===== src/csp_pkg.sv =====
//----------------------------------------
// Function
// - 12-bit divider sets generated bit clock period
// - divider zero stops the generated bit clock
// - own clock pin when enabled or divider nonzero
// - clock direction bit picks drive or accept
// - bit clock equals clock over 2(div+1)
// - sample falling edge by default, rising when set
// - two-bit field selects framed, I2S, AC-Link modes; the I2S code runs as framed mode
// - slot bit count is field value plus one
// - AC-Link modes ignore slot bit count field
// - frame lasts (bits+1)*(slots+1) bit clocks
// - AC-Link frames are fixed 256 bit clocks
// - four write-only transmit, four receive words
// - left justified, unused low receive bits cleared
// - hidden buffers decouple software from shifting
// - buffered word count field plus one words
// - wrap pointer, swap buffers, signal after block
// - transmit and receive share one pointer
// - shift most significant bit first
// - module off resets bit, slot and pointer counters
// - frame sync direction picks master or slave
// - pointer advances if either slot mask set
//----------------------------------------
package csp_pkg;
   localparam int unsigned DW = 16;
   localparam int unsigned AW = 4;

   // register word offsets
   localparam logic [AW-1:0] OFS_CTL1  = 4'h0;
   localparam logic [AW-1:0] OFS_CTL2  = 4'h1;
   localparam logic [AW-1:0] OFS_CTL3  = 4'h2;
   localparam logic [AW-1:0] OFS_TX0   = 4'h4;
   localparam logic [AW-1:0] OFS_RX0   = 4'h8;
   localparam logic [AW-1:0] OFS_TMASK = 4'hc;
   localparam logic [AW-1:0] OFS_RMASK = 4'hd;
   localparam logic [AW-1:0] OFS_STAT  = 4'he;

   // field positions
   localparam int C1_ON   = 15;
   localparam int C1_SCKD = 10;
   localparam int C1_EDGE = 9;
   localparam int C1_FSD  = 8;
   localparam int C1_IDLE = 6;
   localparam int C1_MODE = 0;
   localparam int C2_WS   = 0;
   localparam int C2_FSG  = 5;
   localparam int C2_BUFFERED_WORD_COUNT = 10;
   localparam int C3_DIV  = 0;

   localparam logic [DW-1:0] RST_REG = 16'h0000;

   // fixed AC-Link framing: 16 + 12*20 or 16*16 = 256 bits
   localparam logic [4:0] AC_SLOT0_LEN = 5'h10;
   localparam logic [4:0] AC20_LEN     = 5'h14;
   localparam logic [3:0] AC16_LAST    = 4'hf;
   localparam logic [3:0] AC20_LAST    = 4'hc;

   typedef enum logic [1:0] {
      MODE_MULTI = 2'b00,
      MODE_I2S   = 2'b01,
      MODE_AC16  = 2'b10,
      MODE_AC20  = 2'b11
   } csp_mode_e;

   typedef struct packed {
      logic sck_o;
      logic sck_oe;
      logic fs_o;
      logic fs_oe;
      logic sdo_o;
      logic sdo_oe;
   } csp_pins_s;
endpackage


===== src/csp_serial_port.sv =====
module csp_serial_port #(
   parameter int DIV_W = 12,
   parameter int WORDS = 4
) (
   // clock, reset, enable
   input  wire logic                clk_sys,
   input  wire logic                nrst,
   input  wire logic                clk_en,
   // register port
   input  wire logic [csp_pkg::AW-1:0] reg_addr,
   input  wire logic [csp_pkg::DW-1:0] reg_wdata,
   input  wire logic                reg_wr,
   input  wire logic                reg_rd,
   output logic [csp_pkg::DW-1:0]   reg_rdata,
   // codec pins
   input  wire logic                bit_clock_pin_in,
   input  wire logic                frame_sync_pin_in,
   input  wire logic                serial_in_pin,
   output csp_pkg::csp_pins_s       pins,
   // buffer event toward cpu
   output logic                     buffer_irq
);
   import csp_pkg::*;

   //----------------------------------------
   // registers and decode
   //----------------------------------------
   logic [DW-1:0]    ctl1_ff;
   logic [DW-1:0]    ctl2_ff;
   logic [DW-1:0]    ctl3_ff;
   logic [DW-1:0]    tmask_ff;
   logic [DW-1:0]    rmask_ff;
   logic [DW-1:0]    tx_reg_ff [WORDS];
   logic [DW-1:0]    rx_reg_ff [WORDS];
   logic [DW-1:0]    tx_buf_ff [WORDS];
   logic [DW-1:0]    rx_buf_ff [WORDS];
   logic [DW-1:0]    rdata_ff;
   logic [DIV_W-1:0] div;
   logic [DIV_W-1:0] div_cnt_ff;
   logic             gen_clk_ff;
   logic             module_on;
   logic             bit_clock_direction;
   logic             sample_edge_select;
   logic             frame_sync_direction;
   logic             idle_output_drive;
   csp_mode_e        frame_protocol_select;
   logic [3:0]       slot_bit_count;
   logic [3:0]       frame_slot_count;
   logic [1:0]       buffered_word_count;
   assign module_on             = ctl1_ff[C1_ON];
   assign bit_clock_direction   = ctl1_ff[C1_SCKD];
   assign sample_edge_select    = ctl1_ff[C1_EDGE];
   assign frame_sync_direction  = ctl1_ff[C1_FSD];
   assign idle_output_drive     = ctl1_ff[C1_IDLE];
   assign frame_protocol_select = csp_mode_e'(ctl1_ff[C1_MODE+:2]);
   assign slot_bit_count        = ctl2_ff[C2_WS+:4];
   assign frame_slot_count      = ctl2_ff[C2_FSG+:4];
   assign buffered_word_count   = ctl2_ff[C2_BUFFERED_WORD_COUNT+:2];
   assign div                   = ctl3_ff[C3_DIV+:DIV_W];
   logic             run_ff;
   logic [4:0]       bit_ff;
   logic [3:0]       slot_ff;
   logic [1:0]       ptr_ff;
   always_ff @(posedge clk_sys or negedge nrst)
   begin
      if (!nrst)
      begin
         ctl1_ff  <= RST_REG;
         ctl2_ff  <= RST_REG;
         ctl3_ff  <= RST_REG;
         tmask_ff <= RST_REG;
         rmask_ff <= RST_REG;
         for (int i = 0; i < WORDS; i++)
            tx_reg_ff[i] <= RST_REG;
      end
      else if (clk_en && reg_wr)
      begin
         if (reg_addr == OFS_CTL1)
            ctl1_ff <= reg_wdata;
         else if (reg_addr == OFS_CTL2)
            ctl2_ff <= reg_wdata;
         else if (reg_addr == OFS_CTL3)
            ctl3_ff <= reg_wdata;
         else if (reg_addr[3:2] == OFS_TX0[3:2])
            tx_reg_ff[reg_addr[1:0]] <= reg_wdata;
         else if (reg_addr == OFS_TMASK)
            tmask_ff <= reg_wdata;
         else if (reg_addr == OFS_RMASK)
            rmask_ff <= reg_wdata;
      end
   end

   // transmit words read as zero, unmapped reads zero
   always_ff @(posedge clk_sys or negedge nrst)
   begin
      if (!nrst)
         rdata_ff <= RST_REG;
      else if (clk_en)
      begin
         if (!reg_rd)
            rdata_ff <= RST_REG;
         else if (reg_addr == OFS_CTL1)
            rdata_ff <= ctl1_ff;
         else if (reg_addr == OFS_CTL2)
            rdata_ff <= ctl2_ff;
         else if (reg_addr == OFS_CTL3)
            rdata_ff <= ctl3_ff;
         else if (reg_addr[3:2] == OFS_RX0[3:2])
            rdata_ff <= rx_reg_ff[reg_addr[1:0]];
         else if (reg_addr == OFS_TMASK)
            rdata_ff <= tmask_ff;
         else if (reg_addr == OFS_RMASK)
            rdata_ff <= rmask_ff;
         else if (reg_addr == OFS_STAT)
            rdata_ff <= {1'b0, run_ff, ptr_ff, slot_ff, 3'h0, bit_ff};
         else
            rdata_ff <= RST_REG;
      end
   end
   assign reg_rdata = rdata_ff;

   //----------------------------------------
   // bit clock generator
   //----------------------------------------
   // runs even with the module off, so a codec can be clocked first
   always_ff @(posedge clk_sys or negedge nrst)
   begin
      if (!nrst)
      begin
         div_cnt_ff <= '0;
         gen_clk_ff <= 1'b0;
      end
      else if (clk_en)
      begin
         if (div == '0)
         begin
            div_cnt_ff <= '0;
            gen_clk_ff <= 1'b0;
         end
         else if (div_cnt_ff >= div)
         begin
            div_cnt_ff <= '0;
            gen_clk_ff <= ~gen_clk_ff;
         end
         else
            div_cnt_ff <= div_cnt_ff + 1'b1;
      end
   end

   //----------------------------------------
   // edges and slot geometry
   //----------------------------------------
   logic       sck;
   logic       sck_prev_ff;
   logic       on_prev_ff;
   logic       smp;
   logic       drv;
   logic [4:0] slot_len;
   logic [3:0] last_slot;
   logic       bit_last;
   logic       frame_last;
   logic       slot_end;
   logic       slot_used;
   logic       xfer;
   logic       start;
   logic       fs_ff;
   logic       fs_smp_ff;
   logic       pend_ff;
   logic [1:0] nxt_ptr;
   logic [3:0] nxt_slot;
   logic [DW-1:0] tx_word;
   logic [DW-1:0] rx_sh_ff;
   logic [DW-1:0] tx_sh_ff;
   logic [DW-1:0] rx_word;
   logic [4:0]    rx_bits;
   // external clock path is taken as synchronous to clk_sys
   assign sck = bit_clock_direction ? bit_clock_pin_in : gen_clk_ff;
   assign smp = sample_edge_select ? (sck & ~sck_prev_ff)
                                   : (~sck & sck_prev_ff);
   assign drv = sample_edge_select ? (~sck & sck_prev_ff)
                                   : (sck & ~sck_prev_ff);
   always_comb
   begin
      slot_len  = {1'b0, slot_bit_count} + 5'h01;
      last_slot = frame_slot_count;
      if (frame_protocol_select == MODE_AC16)
      begin
         slot_len  = AC_SLOT0_LEN;
         last_slot = AC16_LAST;
      end
      else if (frame_protocol_select == MODE_AC20)
      begin
         slot_len  = (slot_ff == 4'h0) ? AC_SLOT0_LEN : AC20_LEN;
         last_slot = AC20_LAST;
      end
   end
   assign bit_last   = bit_ff == slot_len - 5'h01;
   assign frame_last = bit_last && slot_ff == last_slot;
   assign slot_end   = drv && run_ff && bit_last;
   assign slot_used  = tmask_ff[slot_ff] | rmask_ff[slot_ff];
   assign start      = drv && (frame_sync_direction ? pend_ff : fs_ff);
   assign nxt_slot   = start ? 4'h0 : slot_ff + 4'h1;
   always_comb
   begin
      nxt_ptr = ptr_ff;
      if (slot_end && slot_used)
         nxt_ptr = (ptr_ff == buffered_word_count) ? 2'h0 : ptr_ff + 2'h1;
   end
   assign xfer = module_on && ((!on_prev_ff) ||
                 (slot_end && slot_used && ptr_ff == buffered_word_count));
   // on a block boundary the new transmit word comes straight from software
   assign tx_word = xfer ? tx_reg_ff[nxt_ptr] : tx_buf_ff[nxt_ptr];
   // slots beyond 16 bits keep only their first 16 received bits
   assign rx_bits = (slot_len > 5'h10) ? 5'h10 : slot_len;
   assign rx_word = rx_sh_ff << (5'h10 - rx_bits);

   //----------------------------------------
   // frame sequencing and shifting
   //----------------------------------------
   always_ff @(posedge clk_sys or negedge nrst)
   begin
      if (!nrst)
      begin
         sck_prev_ff <= 1'b0;
         on_prev_ff  <= 1'b0;
      end
      else if (clk_en)
      begin
         sck_prev_ff <= sck;
         on_prev_ff  <= module_on;
      end
   end

   always_ff @(posedge clk_sys or negedge nrst)
   begin
      if (!nrst)
      begin
         run_ff    <= 1'b0;
         bit_ff    <= 5'h00;
         slot_ff   <= 4'h0;
         fs_ff     <= 1'b0;
         fs_smp_ff <= 1'b0;
         pend_ff   <= 1'b0;
         rx_sh_ff  <= RST_REG;
         tx_sh_ff  <= RST_REG;
      end
      else if (clk_en)
      begin
         if (!module_on)
         begin
            run_ff    <= 1'b0;
            bit_ff    <= 5'h00;
            slot_ff   <= 4'h0;
            fs_ff     <= 1'b0;
            fs_smp_ff <= 1'b0;
            pend_ff   <= 1'b0;
            tx_sh_ff  <= RST_REG;
         end
         else
         begin
            if (smp)
            begin
               fs_smp_ff <= frame_sync_pin_in;
               if (frame_sync_direction && frame_sync_pin_in && !fs_smp_ff)
                  pend_ff <= 1'b1;
               if (run_ff && bit_ff < 5'h10)
                  rx_sh_ff <= {rx_sh_ff[DW-2:0], serial_in_pin};
            end
            if (drv)
            begin
               // sync goes high one bit before slot zero of each frame
               if (!frame_sync_direction)
                  fs_ff <= (!run_ff && !fs_ff) || (run_ff && slot_ff == last_slot &&
                           bit_ff == slot_len - 5'h02);
               if (start)
                  pend_ff <= 1'b0;
               if (start || slot_end)
               begin
                  run_ff   <= start || !frame_last;
                  bit_ff   <= 5'h00;
                  slot_ff  <= nxt_slot;
                  tx_sh_ff <= tmask_ff[nxt_slot] ? tx_word : RST_REG;
               end
               else if (run_ff)
               begin
                  bit_ff   <= bit_ff + 5'h01;
                  tx_sh_ff <= {tx_sh_ff[DW-2:0], 1'b0};
               end
            end
         end
      end
   end

   //----------------------------------------
   // buffer control unit
   //----------------------------------------
   always_ff @(posedge clk_sys or negedge nrst)
   begin
      if (!nrst)
      begin
         ptr_ff <= 2'h0;
         for (int i = 0; i < WORDS; i++)
         begin
            tx_buf_ff[i] <= RST_REG;
            rx_buf_ff[i] <= RST_REG;
            rx_reg_ff[i] <= RST_REG;
         end
      end
      else if (clk_en)
      begin
         if (!module_on)
            ptr_ff <= 2'h0;
         else
         begin
            ptr_ff <= xfer ? 2'h0 : nxt_ptr;
            for (int i = 0; i < WORDS; i++)
            begin
               if (slot_end && rmask_ff[slot_ff] && ptr_ff == i[1:0])
               begin
                  rx_buf_ff[i] <= rx_word;
                  if (xfer)
                     rx_reg_ff[i] <= rx_word;
               end
               else if (xfer)
                  rx_reg_ff[i] <= rx_buf_ff[i];
               if (xfer)
                  tx_buf_ff[i] <= tx_reg_ff[i];
            end
         end
      end
   end

   //----------------------------------------
   // pins and event
   //----------------------------------------
   csp_pins_s pins_ff;
   logic      irq_ff;
   always_ff @(posedge clk_sys or negedge nrst)
   begin
      if (!nrst)
      begin
         pins_ff <= '0;
         irq_ff  <= 1'b0;
      end
      else if (clk_en)
      begin
         irq_ff         <= xfer;
         pins_ff.sck_o  <= gen_clk_ff;
         pins_ff.sck_oe <= (module_on || div != '0) && !bit_clock_direction;
         pins_ff.fs_o   <= fs_ff;
         pins_ff.fs_oe  <= module_on && !frame_sync_direction;
         pins_ff.sdo_o  <= run_ff && tmask_ff[slot_ff] && tx_sh_ff[DW-1];
         // tri-state when idle lets several devices share one data line
         pins_ff.sdo_oe <= module_on && ((run_ff && tmask_ff[slot_ff]) || !idle_output_drive);
      end
   end
   assign pins       = pins_ff;
   assign buffer_irq = irq_ff;

   //----------------------------------------
   // assertions
   //----------------------------------------
   AST_DIV_STOP: assert property (@(posedge clk_sys) disable iff (!nrst)
      (clk_en && div == '0) |=> !gen_clk_ff)
      else $error("bit clock runs with zero divider");
   AST_DIV_PERIOD: assert property (@(posedge clk_sys) disable iff (!nrst)
      ($changed(gen_clk_ff) && $past(div) != '0) |-> $past(div_cnt_ff) >= $past(div))
      else $error("bit clock toggled before divider count");
   AST_SCK_OWN: assert property (@(posedge clk_sys) disable iff (!nrst)
      (clk_en && div != '0 && !bit_clock_direction) |=> pins.sck_oe)
      else $error("clock pin not driven while generator runs");
   AST_SCK_IN: assert property (@(posedge clk_sys) disable iff (!nrst)
      (clk_en && bit_clock_direction) |=> !pins.sck_oe)
      else $error("clock pin driven while set as input");
   AST_IRQ_PULSE: assert property (@(posedge clk_sys) disable iff (!nrst)
      buffer_irq |=> !buffer_irq)
      else $error("buffer event longer than one cycle");
   AST_WRAP: assert property (@(posedge clk_sys) disable iff (!nrst)
      $rose(buffer_irq) |-> ptr_ff == 2'h0)
      else $error("pointer not at zero after block transfer");
   AST_OFF_RESET: assert property (@(posedge clk_sys) disable iff (!nrst)
      (clk_en && !module_on) |=> (!run_ff && ptr_ff == 2'h0 && slot_ff == 4'h0))
      else $error("counters not cleared while module off");
   AST_MASTER_START: assert property (@(posedge clk_sys) disable iff (!nrst)
      (clk_en && module_on && drv && fs_ff && !frame_sync_direction)
      |=> (run_ff && slot_ff == 4'h0 && bit_ff == 5'h00))
      else $error("slot zero not started after frame sync");
   AST_AC_LAST: assert property (@(posedge clk_sys) disable iff (!nrst)
      (run_ff && frame_protocol_select == MODE_AC16) |-> slot_ff <= AC16_LAST)
      else $error("AC-Link frame exceeds fixed slot count");

   COV_IRQ:   cover property (@(posedge clk_sys) disable iff (!nrst) buffer_irq);
   COV_FRAME: cover property (@(posedge clk_sys) disable iff (!nrst)
      start && frame_sync_direction);
   COV_AC20:  cover property (@(posedge clk_sys) disable iff (!nrst)
      slot_end && frame_last && frame_protocol_select == MODE_AC20);
endmodule


===== config.mk =====
export PLATFORM = sky130hd
export DESIGN_NAME = csp_serial_port
export DESIGN_NICKNAME = d
export VERILOG_FILES = /design/src/csp_pkg.sv /design/src/csp_serial_port.sv
export SDC_FILE = /design/constraint.sdc
export NUM_CORES = 1
export LEC_CHECK = 0
export BUFFER_PORTS_ARGS = -buffer_cell sky130_fd_sc_hd__buf_2
export CORE_UTILIZATION = 65
export CTS_BUF_LIST = sky130_fd_sc_hd__clkbuf_16
export DETAILED_ROUTE_END_ITERATION = 10
export PLACE_DENSITY = 0.83
export SLEW_MARGIN = 20
export SYNTH_ARGS = -nofsm -noshare
export SYNTH_HDL_FRONTEND = slang
export SYNTH_SLANG_ARGS = --single-unit

===== constraint.sdc =====
create_clock -name clk_sys -period 6.7 [get_ports clk_sys]
set_input_delay 1.005 -clock clk_sys [delete_from_list [all_inputs] [get_ports clk_sys]]
set_output_delay 1.005 -clock clk_sys [all_outputs]
set_load 0.01 [all_outputs]

==> results by stage, run 1 <==
Setup path:
- The startpoint identified for the worst register-to-register timing path is slot_ff[0]$_DFFE_PN0P_.
- The maximum single-stage delay on the critical path is 0.89 ns.
- The critical setup path kind is reg2reg.
- Among the stages of the critical path, the cell type that occurs most often is sky130_fd_sc_hd__ha_1.
- The worst reg-to-reg path cell count is 15.
- The worst setup path is launched from a flip-flop.
- STA puts the critical path data required time at 7.14 ns.
- The worst register-to-register path ends at rx_reg_ff[2]$_DFFE_PN0P_.
- The worst setup path is captured at a flip-flop.
- Data arrives at the worst endpoint at 6.31 ns.
- The signal on the critical path passes through clkinv_1 > ha_1 > nor3b_1 > o22ai_1 > inv_1 > ha_1 > a21boi_0 > xnor3_1 > nand3_2 > or4b_1 > o21ai_4 > and2_4 > buf_4 > nor2_1 > a31oi_1.
- The register-to-register path setup slack is 0.83 ns.
- The slowest library cell on the worst path is sky130_fd_sc_hd__dfrtp_1.
- In this run the worst path has a maximum fanout of 54.

Finish:
- After filler insertion, the fill cell instance count of the layout stands at 2068.
- The cell area after layout is 22300 sq um.
- In the final layout, the multi-input gates occupy 9260 sq um.
- The layout overhead on the synthesized area is 9.67%.
- The final net count is 1959.
- The storage element area is 10500 sq um.
- The fraction of layout instances using a drive strength above 1 is 0.202.
- 0 antenna diodes ended up in the layout.

Floorplanning:
- The effective utilization at floorplan is 0.663.
- The die is 179 um wide.
- Pin placement for this block handled 51 I/O pins.
- The area of the core region is 30700 sq um.
- The number of rows created at floorplan is 64.
- The die area is 32000 sq um.
- Measured along the y axis, the die boundary spans 179 um.

Timing:
- The total count of max-transition violations in the final report is 0.
- For this run, the top clock speed supported by timing is 170 MHz.
- The total setup violations reported at the end of the flow is 0.
- The transition at the pin with the smallest max-transition slack is 1.06 ns.
- The clock tree skew after final layout is 0.0181 ns.
- The number of endpoints with negative hold slack in the final report is 0.
- Setup total negative slack on the finished layout was measured at 0 ns.
- Setup repair after global routing left no endpoint under its margin.
- The setup slack of the critical path after layout is 0.832 ns.
- The final worst-path cycle share is 0.876.
- The headroom to the max-slew limit is 0.289.
- The clock period could shrink to 5.87 ns.

Synth:
- Counting flops with a built-in enable in the synthesized netlist gives 0.
- After synthesis, the mean cell area works out to 10.8 sq um.
- After synthesis the netlist holds a flip-flop and latch count of 421.
- Of the total synthesized cell area, the portion taken by AND, OR, NAND and NOR gates is 0.125.
- Measured against the total synthesized area, the mux share comes to 0.180.
- Synthesis produced a netlist whose cell count is 1882.
- The combinational family with the most area after synthesis is multiplexers.
- The area share of xor/xnor cells in the synthesized design is 0.0140.
- For this run, the leading register cell type out of synthesis is sky130_fd_sc_hd__dfrtp_1.
- sky130_fd_sc_hd__dfrtp_1 is the most common cell in the netlist.
- The most area-hungry cell type in the Yosys netlist is sky130_fd_sc_hd__dfrtp_1.
- Yosys attributes the largest share of cell area to sky130_fd_sc_hd__dfrtp_1, sky130_fd_sc_hd__mux2_2, sky130_fd_sc_hd__mux4_2.
- After synthesis, the netlist uses 64 different library cells.
- The cell area after synthesis is 20300 sq um.
- The compound-cell area share of the yosys netlist is 0.117.
- During synthesis, Yosys emitted a total of 0 warnings.
- The adder-cell share of the synthesized area is 0.0160.
- The share of synthesized area in the top cell type comes to 0.518.
- The share of the Yosys chip area taken by registers is 0.518.
- The number of nets handed over by synthesis was 1936.
- Counting flops with an async set or reset pin after synthesis yields a share of 1.00.
- In the synthesized netlist, the cells that appear most often are sky130_fd_sc_hd__dfrtp_1, sky130_fd_sc_hd__nand2_1, sky130_fd_sc_hd__mux2_2.

Global route:
- The wire length of the first global-routing pass is 83900 um.
- The number of global-route vias before repair is 15433.
- The largest net degree at the start of global routing is 156.
- The number of antenna violations at the first check in global routing is 0.
- The global-route usage over all layers is 0.344.
- After global routing the overflow that remains totals 0.

Routing:
- The post-detailed-route via-to-cell ratio is 6.56.
- The post-detailed-route wirelength per cell is 22.7 um.
- Summing over every cut layer, the via total after detailed routing is 15256.
- After detailed routing, no signal wire sits above met4.
- The detailed router put a total of 20600 um of wire on met1.
- The number of design-rule violations left by the first detailed-router iteration is 1693.
- The number of DRC violations after detailed routing is 0.
- The first TritonRoute pass finished after 6 iterations.
- The routed length on met2 is 25900 um.
- The routed length on met3 is 4380 um.
- The antenna violation net count after detailed routing is 0.
- For this block, the routed nets add up to 52900 um of wire.

Power and ir drop:
- The power per cell area is 324 nW/um^2.
- The worst supply voltage drop on vdd is 0.249 mV.
- Summing internal, switching and leakage power gives 0.00723 W.
- The analysis attributes to cell leakage a power of 10.2 nW.

Place:
- The worst setup slack before clock tree synthesis is 0.927 ns.
- The final weighted congestion in routability-driven placement is 0.964.
- The post-place instance area is 21000 sq um.
- The detailed placement HPWL is 34800 um.
- The count of input and output buffers is 50.

Min path:
- The path class of the tightest hold or removal check is in2async.

CTS:
- The number of buffers inserted during clock tree synthesis is 43.
- The clock net in this run drives a total of 421 sinks.
- The number of H-tree levels is 2.
- The worst-case clock buffer depth is 3.
- TritonCTS built the clock tree.
- The clock transition at the registers of the reported paths is 0.06 ns.
- The total of cells resized after clock tree synthesis is 0.
- CTS placed an instance of sky130_fd_sc_hd__clkbuf_16 at the clock tree root.
- The clock latency on the worst-skew pair is 0.54 ns.
- The number of buffers added for setup after CTS is 0.
- Buffers inserted to repair hold after CTS numbered 0.

Outcome:
- The run finished with clean final reports.

Run:
- Across the run, the number of max-cap violations was 0.
-- power breakdown --
group          total [W]  internal (W)  leakage (nW)  switching (W)
Clock            0.00219       0.00123         0.659       0.000958
Sequential       0.00345       0.00306          5.49       0.000390
Combinational    0.00159      0.000717          4.08       0.000877
Total            0.00723       0.00501          10.2        0.00223
-- logic make-up after synthesis --
family,after synthesis
flip-flops,421
adder cells (fa/ha/maj),26
AND/OR/NAND/NOR,613
multiplexers,261
XOR/XNOR,31
buffers and inverters,149
AO/OA/AOI/OAI,381
-- final cells by class --
class,count,area share
clock buffer,43,0.0482
inverter,35,0.00589
tap,396,0.0222
sequential,421,0.472
clock inverter,28,0.00830
timing repair buffer,92,0.0284
multi-input combinational,1312,0.415
-- state kept, by name, summed over array words and instances (netlist names), 4 cells and up --
signal	cells
bit_ff	5
ctl1_ff	16
ctl2_ff	16
ctl3_ff	16
div_cnt_ff	12
pins	6
reg_rdata	16
rmask_ff	16
rx_buf_ff	64
rx_reg_ff	64
rx_sh_ff	16
slot_ff	4
tmask_ff	16
tx_buf_ff	64
tx_reg_ff	64
tx_sh_ff	16
-- critical path, delay by kind of cell (launching register included) --
kind	cells	cell delay, ns
compound gates	4	1.22
flops	1	0.89
buf+inv	3	1.06
simple gates	5	1.75
fa+ha+maj	2	0.55
xor+xnor	1	0.25
-- per-layer routing --
layer,vias up,track usage
met4,0,0.131
met1,7640,0.457
li1,6738,-
met2,744,0.563
met5,-,0
met3,134,0.0645
-- layout by cell type (no fill, tap or decap), drive strengths merged, types with 31 or more instances in the layout --
master | Yosys | layout
dfrtp | 421 | 421
nand2 | 401 | 401
mux2 | 162 | 162
a21oi | 115 | 115
o21ai | 110 | 110
nor2 | 105 | 105
buf | 28 | 92
mux4 | 68 | 68
a22oi | 47 | 47
inv | 34 | 46
clkbuf | 86 | 43
nand3 | 40 | 40
mux2i | 31 | 31
-- through the flow --
step,hold WS (ns),cells,utilization
after CTS,0.475,2326,0.727
after floorplan,0.441,1882,-
after global routing,0.321,2327,0.728
after global placement,0.452,2255,0.686
after detailed placement,0.462,2255,0.686
final,0.306,2327,0.728
-- worst max path at each step --
stage	cells past startpoint	endpoint	start	slack (ns)
3_5_place_dp	16	tx_sh_ff[2]$_DFFE_PN0P_	slot_ff[0]$_DFFE_PN0P_	0.93
6_report	15	rx_reg_ff[2]$_DFFE_PN0P_	slot_ff[0]$_DFFE_PN0P_	0.83
5_1_grt	16	tx_sh_ff[2]$_DFFE_PN0P_	slot_ff[0]$_DFFE_PN0P_	0.44
2_1_floorplan	15	rx_buf_ff[10]$_DFFE_PN0P_	ctl2_ff[0]$_DFFE_PN0P_	2.20
4_1_cts	15	rx_reg_ff[1]$_DFFE_PN0P_	slot_ff[0]$_DFFE_PN0P_	0.88
3_3_place_gp	16	tx_sh_ff[11]$_DFFE_PN0P_	slot_ff[0]$_DFFE_PN0P_	1.02
(Power assumes the default switching activity.)
==> inputs of run 2 (changes only) <==
--- a/config.mk
+++ b/config.mk
@@ -10,6 +10,7 @@
 export CTS_BUF_LIST = sky130_fd_sc_hd__clkbuf_16
 export DETAILED_ROUTE_END_ITERATION = 10
 export PLACE_DENSITY = 0.83
+export RECOVER_POWER = 100
 export SLEW_MARGIN = 20
 export SYNTH_ARGS = -nofsm -noshare
 export SYNTH_HDL_FRONTEND = slang
==> results by stage, run 2 (synthesis gave the netlist of run 1 again) <==
Floorplanning:
- The die outline height is 179 um (unchanged).
- The count of pins on the block boundary is 51 (unchanged).
- The number of rows created at floorplan is 64 (unchanged).
- The die area is 32000 sq um (unchanged).
- The width of the die is 179 um (unchanged).
- The effective utilization at floorplan is 0.663 (unchanged).
- The area of the core region is 30700 sq um (unchanged).

Timing:
- The number of endpoints with negative hold slack in the final report is 0 (unchanged).
- The final worst-path cycle share is 0.909 (+0.0333).
- The total setup violations reported at the end of the flow is 0 (unchanged).
- The worst hold slack after final layout is 0.474 ns (+0.167 ns).
- The headroom to the max-slew limit was -1.49 (-1.78).
- The shortest period the worst path allows is 6.09 ns (+0.223 ns).
- The transition at the pin with the smallest max-transition slack is 3.74 ns (+2.68 ns).
- The total count of max-transition violations in the final report was 344 (+344).
- The achievable clock frequency is 164 MHz (-3.7%).
- Setup repair after global routing left no endpoint under its margin.
- The setup TNS after final layout is 0 ns (unchanged).
- The clock tree skew after final layout is 0.0220 ns (+0.00394 ns).

Finish:
- From synthesis to final layout, the design area changed by 8.81%.
- The fraction of layout instances using a drive strength above 1 came to 0.177 (-0.0254).
- The number of fill cells is 2121 (+2.6%).
- In the layout the commonest cells are sky130_fd_sc_hd__dfrtp_1, sky130_fd_sc_hd__nand2_1, sky130_fd_sc_hd__mux2_2.
- The most common cell after layout, fill and taps aside is sky130_fd_sc_hd__dfrtp_1.
- The final net count is 1959 (unchanged).
- The final instance count without filler cells was 2327 (unchanged).
- The footprint of the multi-input gates was 9220 sq um (-0.49%).
- The storage element area was 10500 sq um (unchanged).
- The count of antenna diodes in the layout came to 0 (unchanged).

Setup path:
- The critical path is of the reg2reg type.
- The maximum single-stage delay on the critical path is 0.88 ns (about the same).
- The required time at the worst-slack endpoint came to 7.13 ns (about the same).
- The critical path's top delay family is simple AND/OR/NAND/NOR gates.
- The worst setup path is captured at a flip-flop.
- The data arrival time of the critical path is 6.52 ns (+0.21 ns).
- The worst setup path is launched from a flip-flop.
- The worst path buffer plus inverter count is 3 (unchanged).
- The slowest library cell on the worst path is sky130_fd_sc_hd__dfrtp_1.
- Traced cell by cell, the critical path runs through clkinv_1 > ha_1 > nor3b_1 > o22ai_1 > inv_1 > ha_1 > a21boi_0 > xnor3_1 > nand3_1 > or4b_1 > o21ai_4 > nand2_2 > buf_4 > nand2_1 > nand2_1.
- The largest fanout on the critical path was 64 (+19%).

CTS:
- The root buffer cell is sky130_fd_sc_hd__clkbuf_16.
- The total of cells resized after clock tree synthesis is 0 (unchanged).
- The clock latency on the worst-skew pair came to 0.55 ns (about the same).
- The number of buffers inserted during clock tree synthesis is 43 (unchanged).
- TritonCTS built the clock tree.
- The worst-case clock buffer depth is 3 (unchanged).
- The clock transition at the registers of the reported paths is 0.06 ns (about the same).
- The number of H-tree levels is 2 (unchanged).
- The CTS sink count is 421 (unchanged).
- The number of buffers added for setup after CTS is 0 (unchanged).
- The number of hold buffers added after CTS is 0 (unchanged).

Outcome:
- The checks that failed: capacitance limit, slew limit.
- The flow ran to the end, but the final reports show violations.

Power and ir drop:
- The power spent charging and discharging nets is 0.00223 W (about the same).
- The leakage power came to 10.0 nW (-1.8%).
- The power share of the combinational group is 0.219 (about the same).
- The part of the power in the clock network is 0.304 (about the same).
- The power per cell area was 326 nW/um^2 (+0.63%).
- The worst supply voltage drop on vdd is 0.250 mV (+0.50%).
- The switching portion of total power is 0.308 (+0.000502).
- The register share of total power is 0.478 (about the same).
- The design internal power is 0.00500 W (-0.24%).

Routing:
- The total via count in the routed design is 15366 (+0.72%).
- The post-detailed-route via-to-cell ratio is 6.60 (+0.72%).
- The post-detailed-route wirelength per cell came to 22.7 um (-0.11%).
- The number of design-rule violations left by the first detailed-router iteration was 1677 (-0.95%).
- The number of search-and-repair iterations in the first detailed-routing pass is 8 (+2).
- The antenna violation net count after detailed routing is 0 (unchanged).
- The total detailed-routing wirelength is 52800 um (-0.11%).
- The number of DRC violations after detailed routing came to 0 (unchanged).

Run:
- The max-cap check violation count is 5 (+5).

Place:
- The instance count after placement with tap cells included is 2255 (unchanged).
- The count of input and output buffers is 50 (unchanged).
- The detailed placement HPWL was 34800 um (unchanged).
- The final weighted congestion in routability-driven placement was 0.964 (unchanged).

Global route:
- The residual overflow from global routing is 0 (unchanged).
- The largest net degree at the start of global routing is 156 (unchanged).
- The number of global-route vias before repair is 15433 (unchanged).
- The number of antenna violations at the first check in global routing is 0 (unchanged).
- The wire length of the first global-routing pass is 83900 um (unchanged).
- The global-route usage over all layers is 0.344 (unchanged).

Min path:
- The worst hold path class is reg2reg.
## run 2: worst register-to-register path, stage by stage, from the launching register on
cell	delay, ns
sky130_fd_sc_hd__dfrtp_1	0.88
sky130_fd_sc_hd__clkinv_1	0.47
sky130_fd_sc_hd__ha_1	0.32
sky130_fd_sc_hd__nor3b_1	0.18
sky130_fd_sc_hd__o22ai_1	0.34
sky130_fd_sc_hd__inv_1	0.12
sky130_fd_sc_hd__ha_1	0.23
sky130_fd_sc_hd__a21boi_0	0.13
sky130_fd_sc_hd__xnor3_1	0.23
sky130_fd_sc_hd__nand3_1	0.11
sky130_fd_sc_hd__or4b_1	0.75
sky130_fd_sc_hd__o21ai_4	0.55
sky130_fd_sc_hd__nand2_2	0.75
sky130_fd_sc_hd__buf_4	0.62
sky130_fd_sc_hd__nand2_1	0.21
sky130_fd_sc_hd__nand2_1	0.07
## run 2: power by group through the flow
stage / logic, W / registers, W / clock network, W
after floorplan: 0.00118 / 0.00333 / 0
after global placement: 0.00149 / 0.00343 / 0
after detailed placement: 0.00156 / 0.00347 / 0
after CTS: 0.00158 / 0.00343 / 0.00221
after global routing: 0.00173 / 0.00351 / 0.00231
final: 0.00158 / 0.00345 / 0.00219
## run 2: layout make-up
class,instances,share of cell area
timing repair buffer,92,0.0227
clock inverter,28,0.00836
multi-input combinational,1312,0.416
sequential,421,0.476
tap,396,0.0224
inverter,35,0.00593
clock buffer,43,0.0486
## run 2: worst paths after layout
check / from / endpoint / slack, ns / cells after the start
setup / recovery: slot_ff[0]$_DFFE_PN0P_ / tx_buf_ff[13]$_DFFE_PN0P_ / 0.61 / 15
min in group asynchronous: nrst / tx_reg_ff[10]$_DFFE_PN0P_ / 0.85 / 1
max in group asynchronous: nrst / tx_buf_ff[1]$_DFFE_PN0P_ / 1.41 / 2
hold / removal: tx_buf_ff[7]$_DFFE_PN0P_ / tx_buf_ff[7]$_DFFE_PN0P_ / 0.47 / 2
hold reg to reg: tx_buf_ff[7]$_DFFE_PN0P_ / tx_buf_ff[7]$_DFFE_PN0P_ / 0.47 / 2
setup reg to reg: slot_ff[0]$_DFFE_PN0P_ / tx_buf_ff[13]$_DFFE_PN0P_ / 0.61 / 15
## run 2: through the flow
| step | power [W] | instance area (sq um) | utilization | worst slack [ns] |
|---|---|---|---|---|
| after global routing | 0.00755 | 22100 | 0.722 | 0.248 |
| after floorplan | 0.00451 | 20300 | - | 2.20 |
| after detailed placement | 0.00503 | 21000 | 0.686 | 0.927 |
| after global placement | 0.00492 | 21000 | 0.686 | 1.02 |
| after CTS | 0.00722 | 22300 | 0.727 | 0.882 |
| final | 0.00722 | 22100 | 0.722 | 0.609 |
## run 2: per-layer routing
metal  share of wire  up-vias  track usage  wire [um]
met4           0.037        0        0.131       1970
met5               0        -            0          0
met2            0.49      769        0.563      26000
li1                -     6731            -          -
met1            0.39     7737        0.457      20500
met3           0.083      129       0.0645       4380
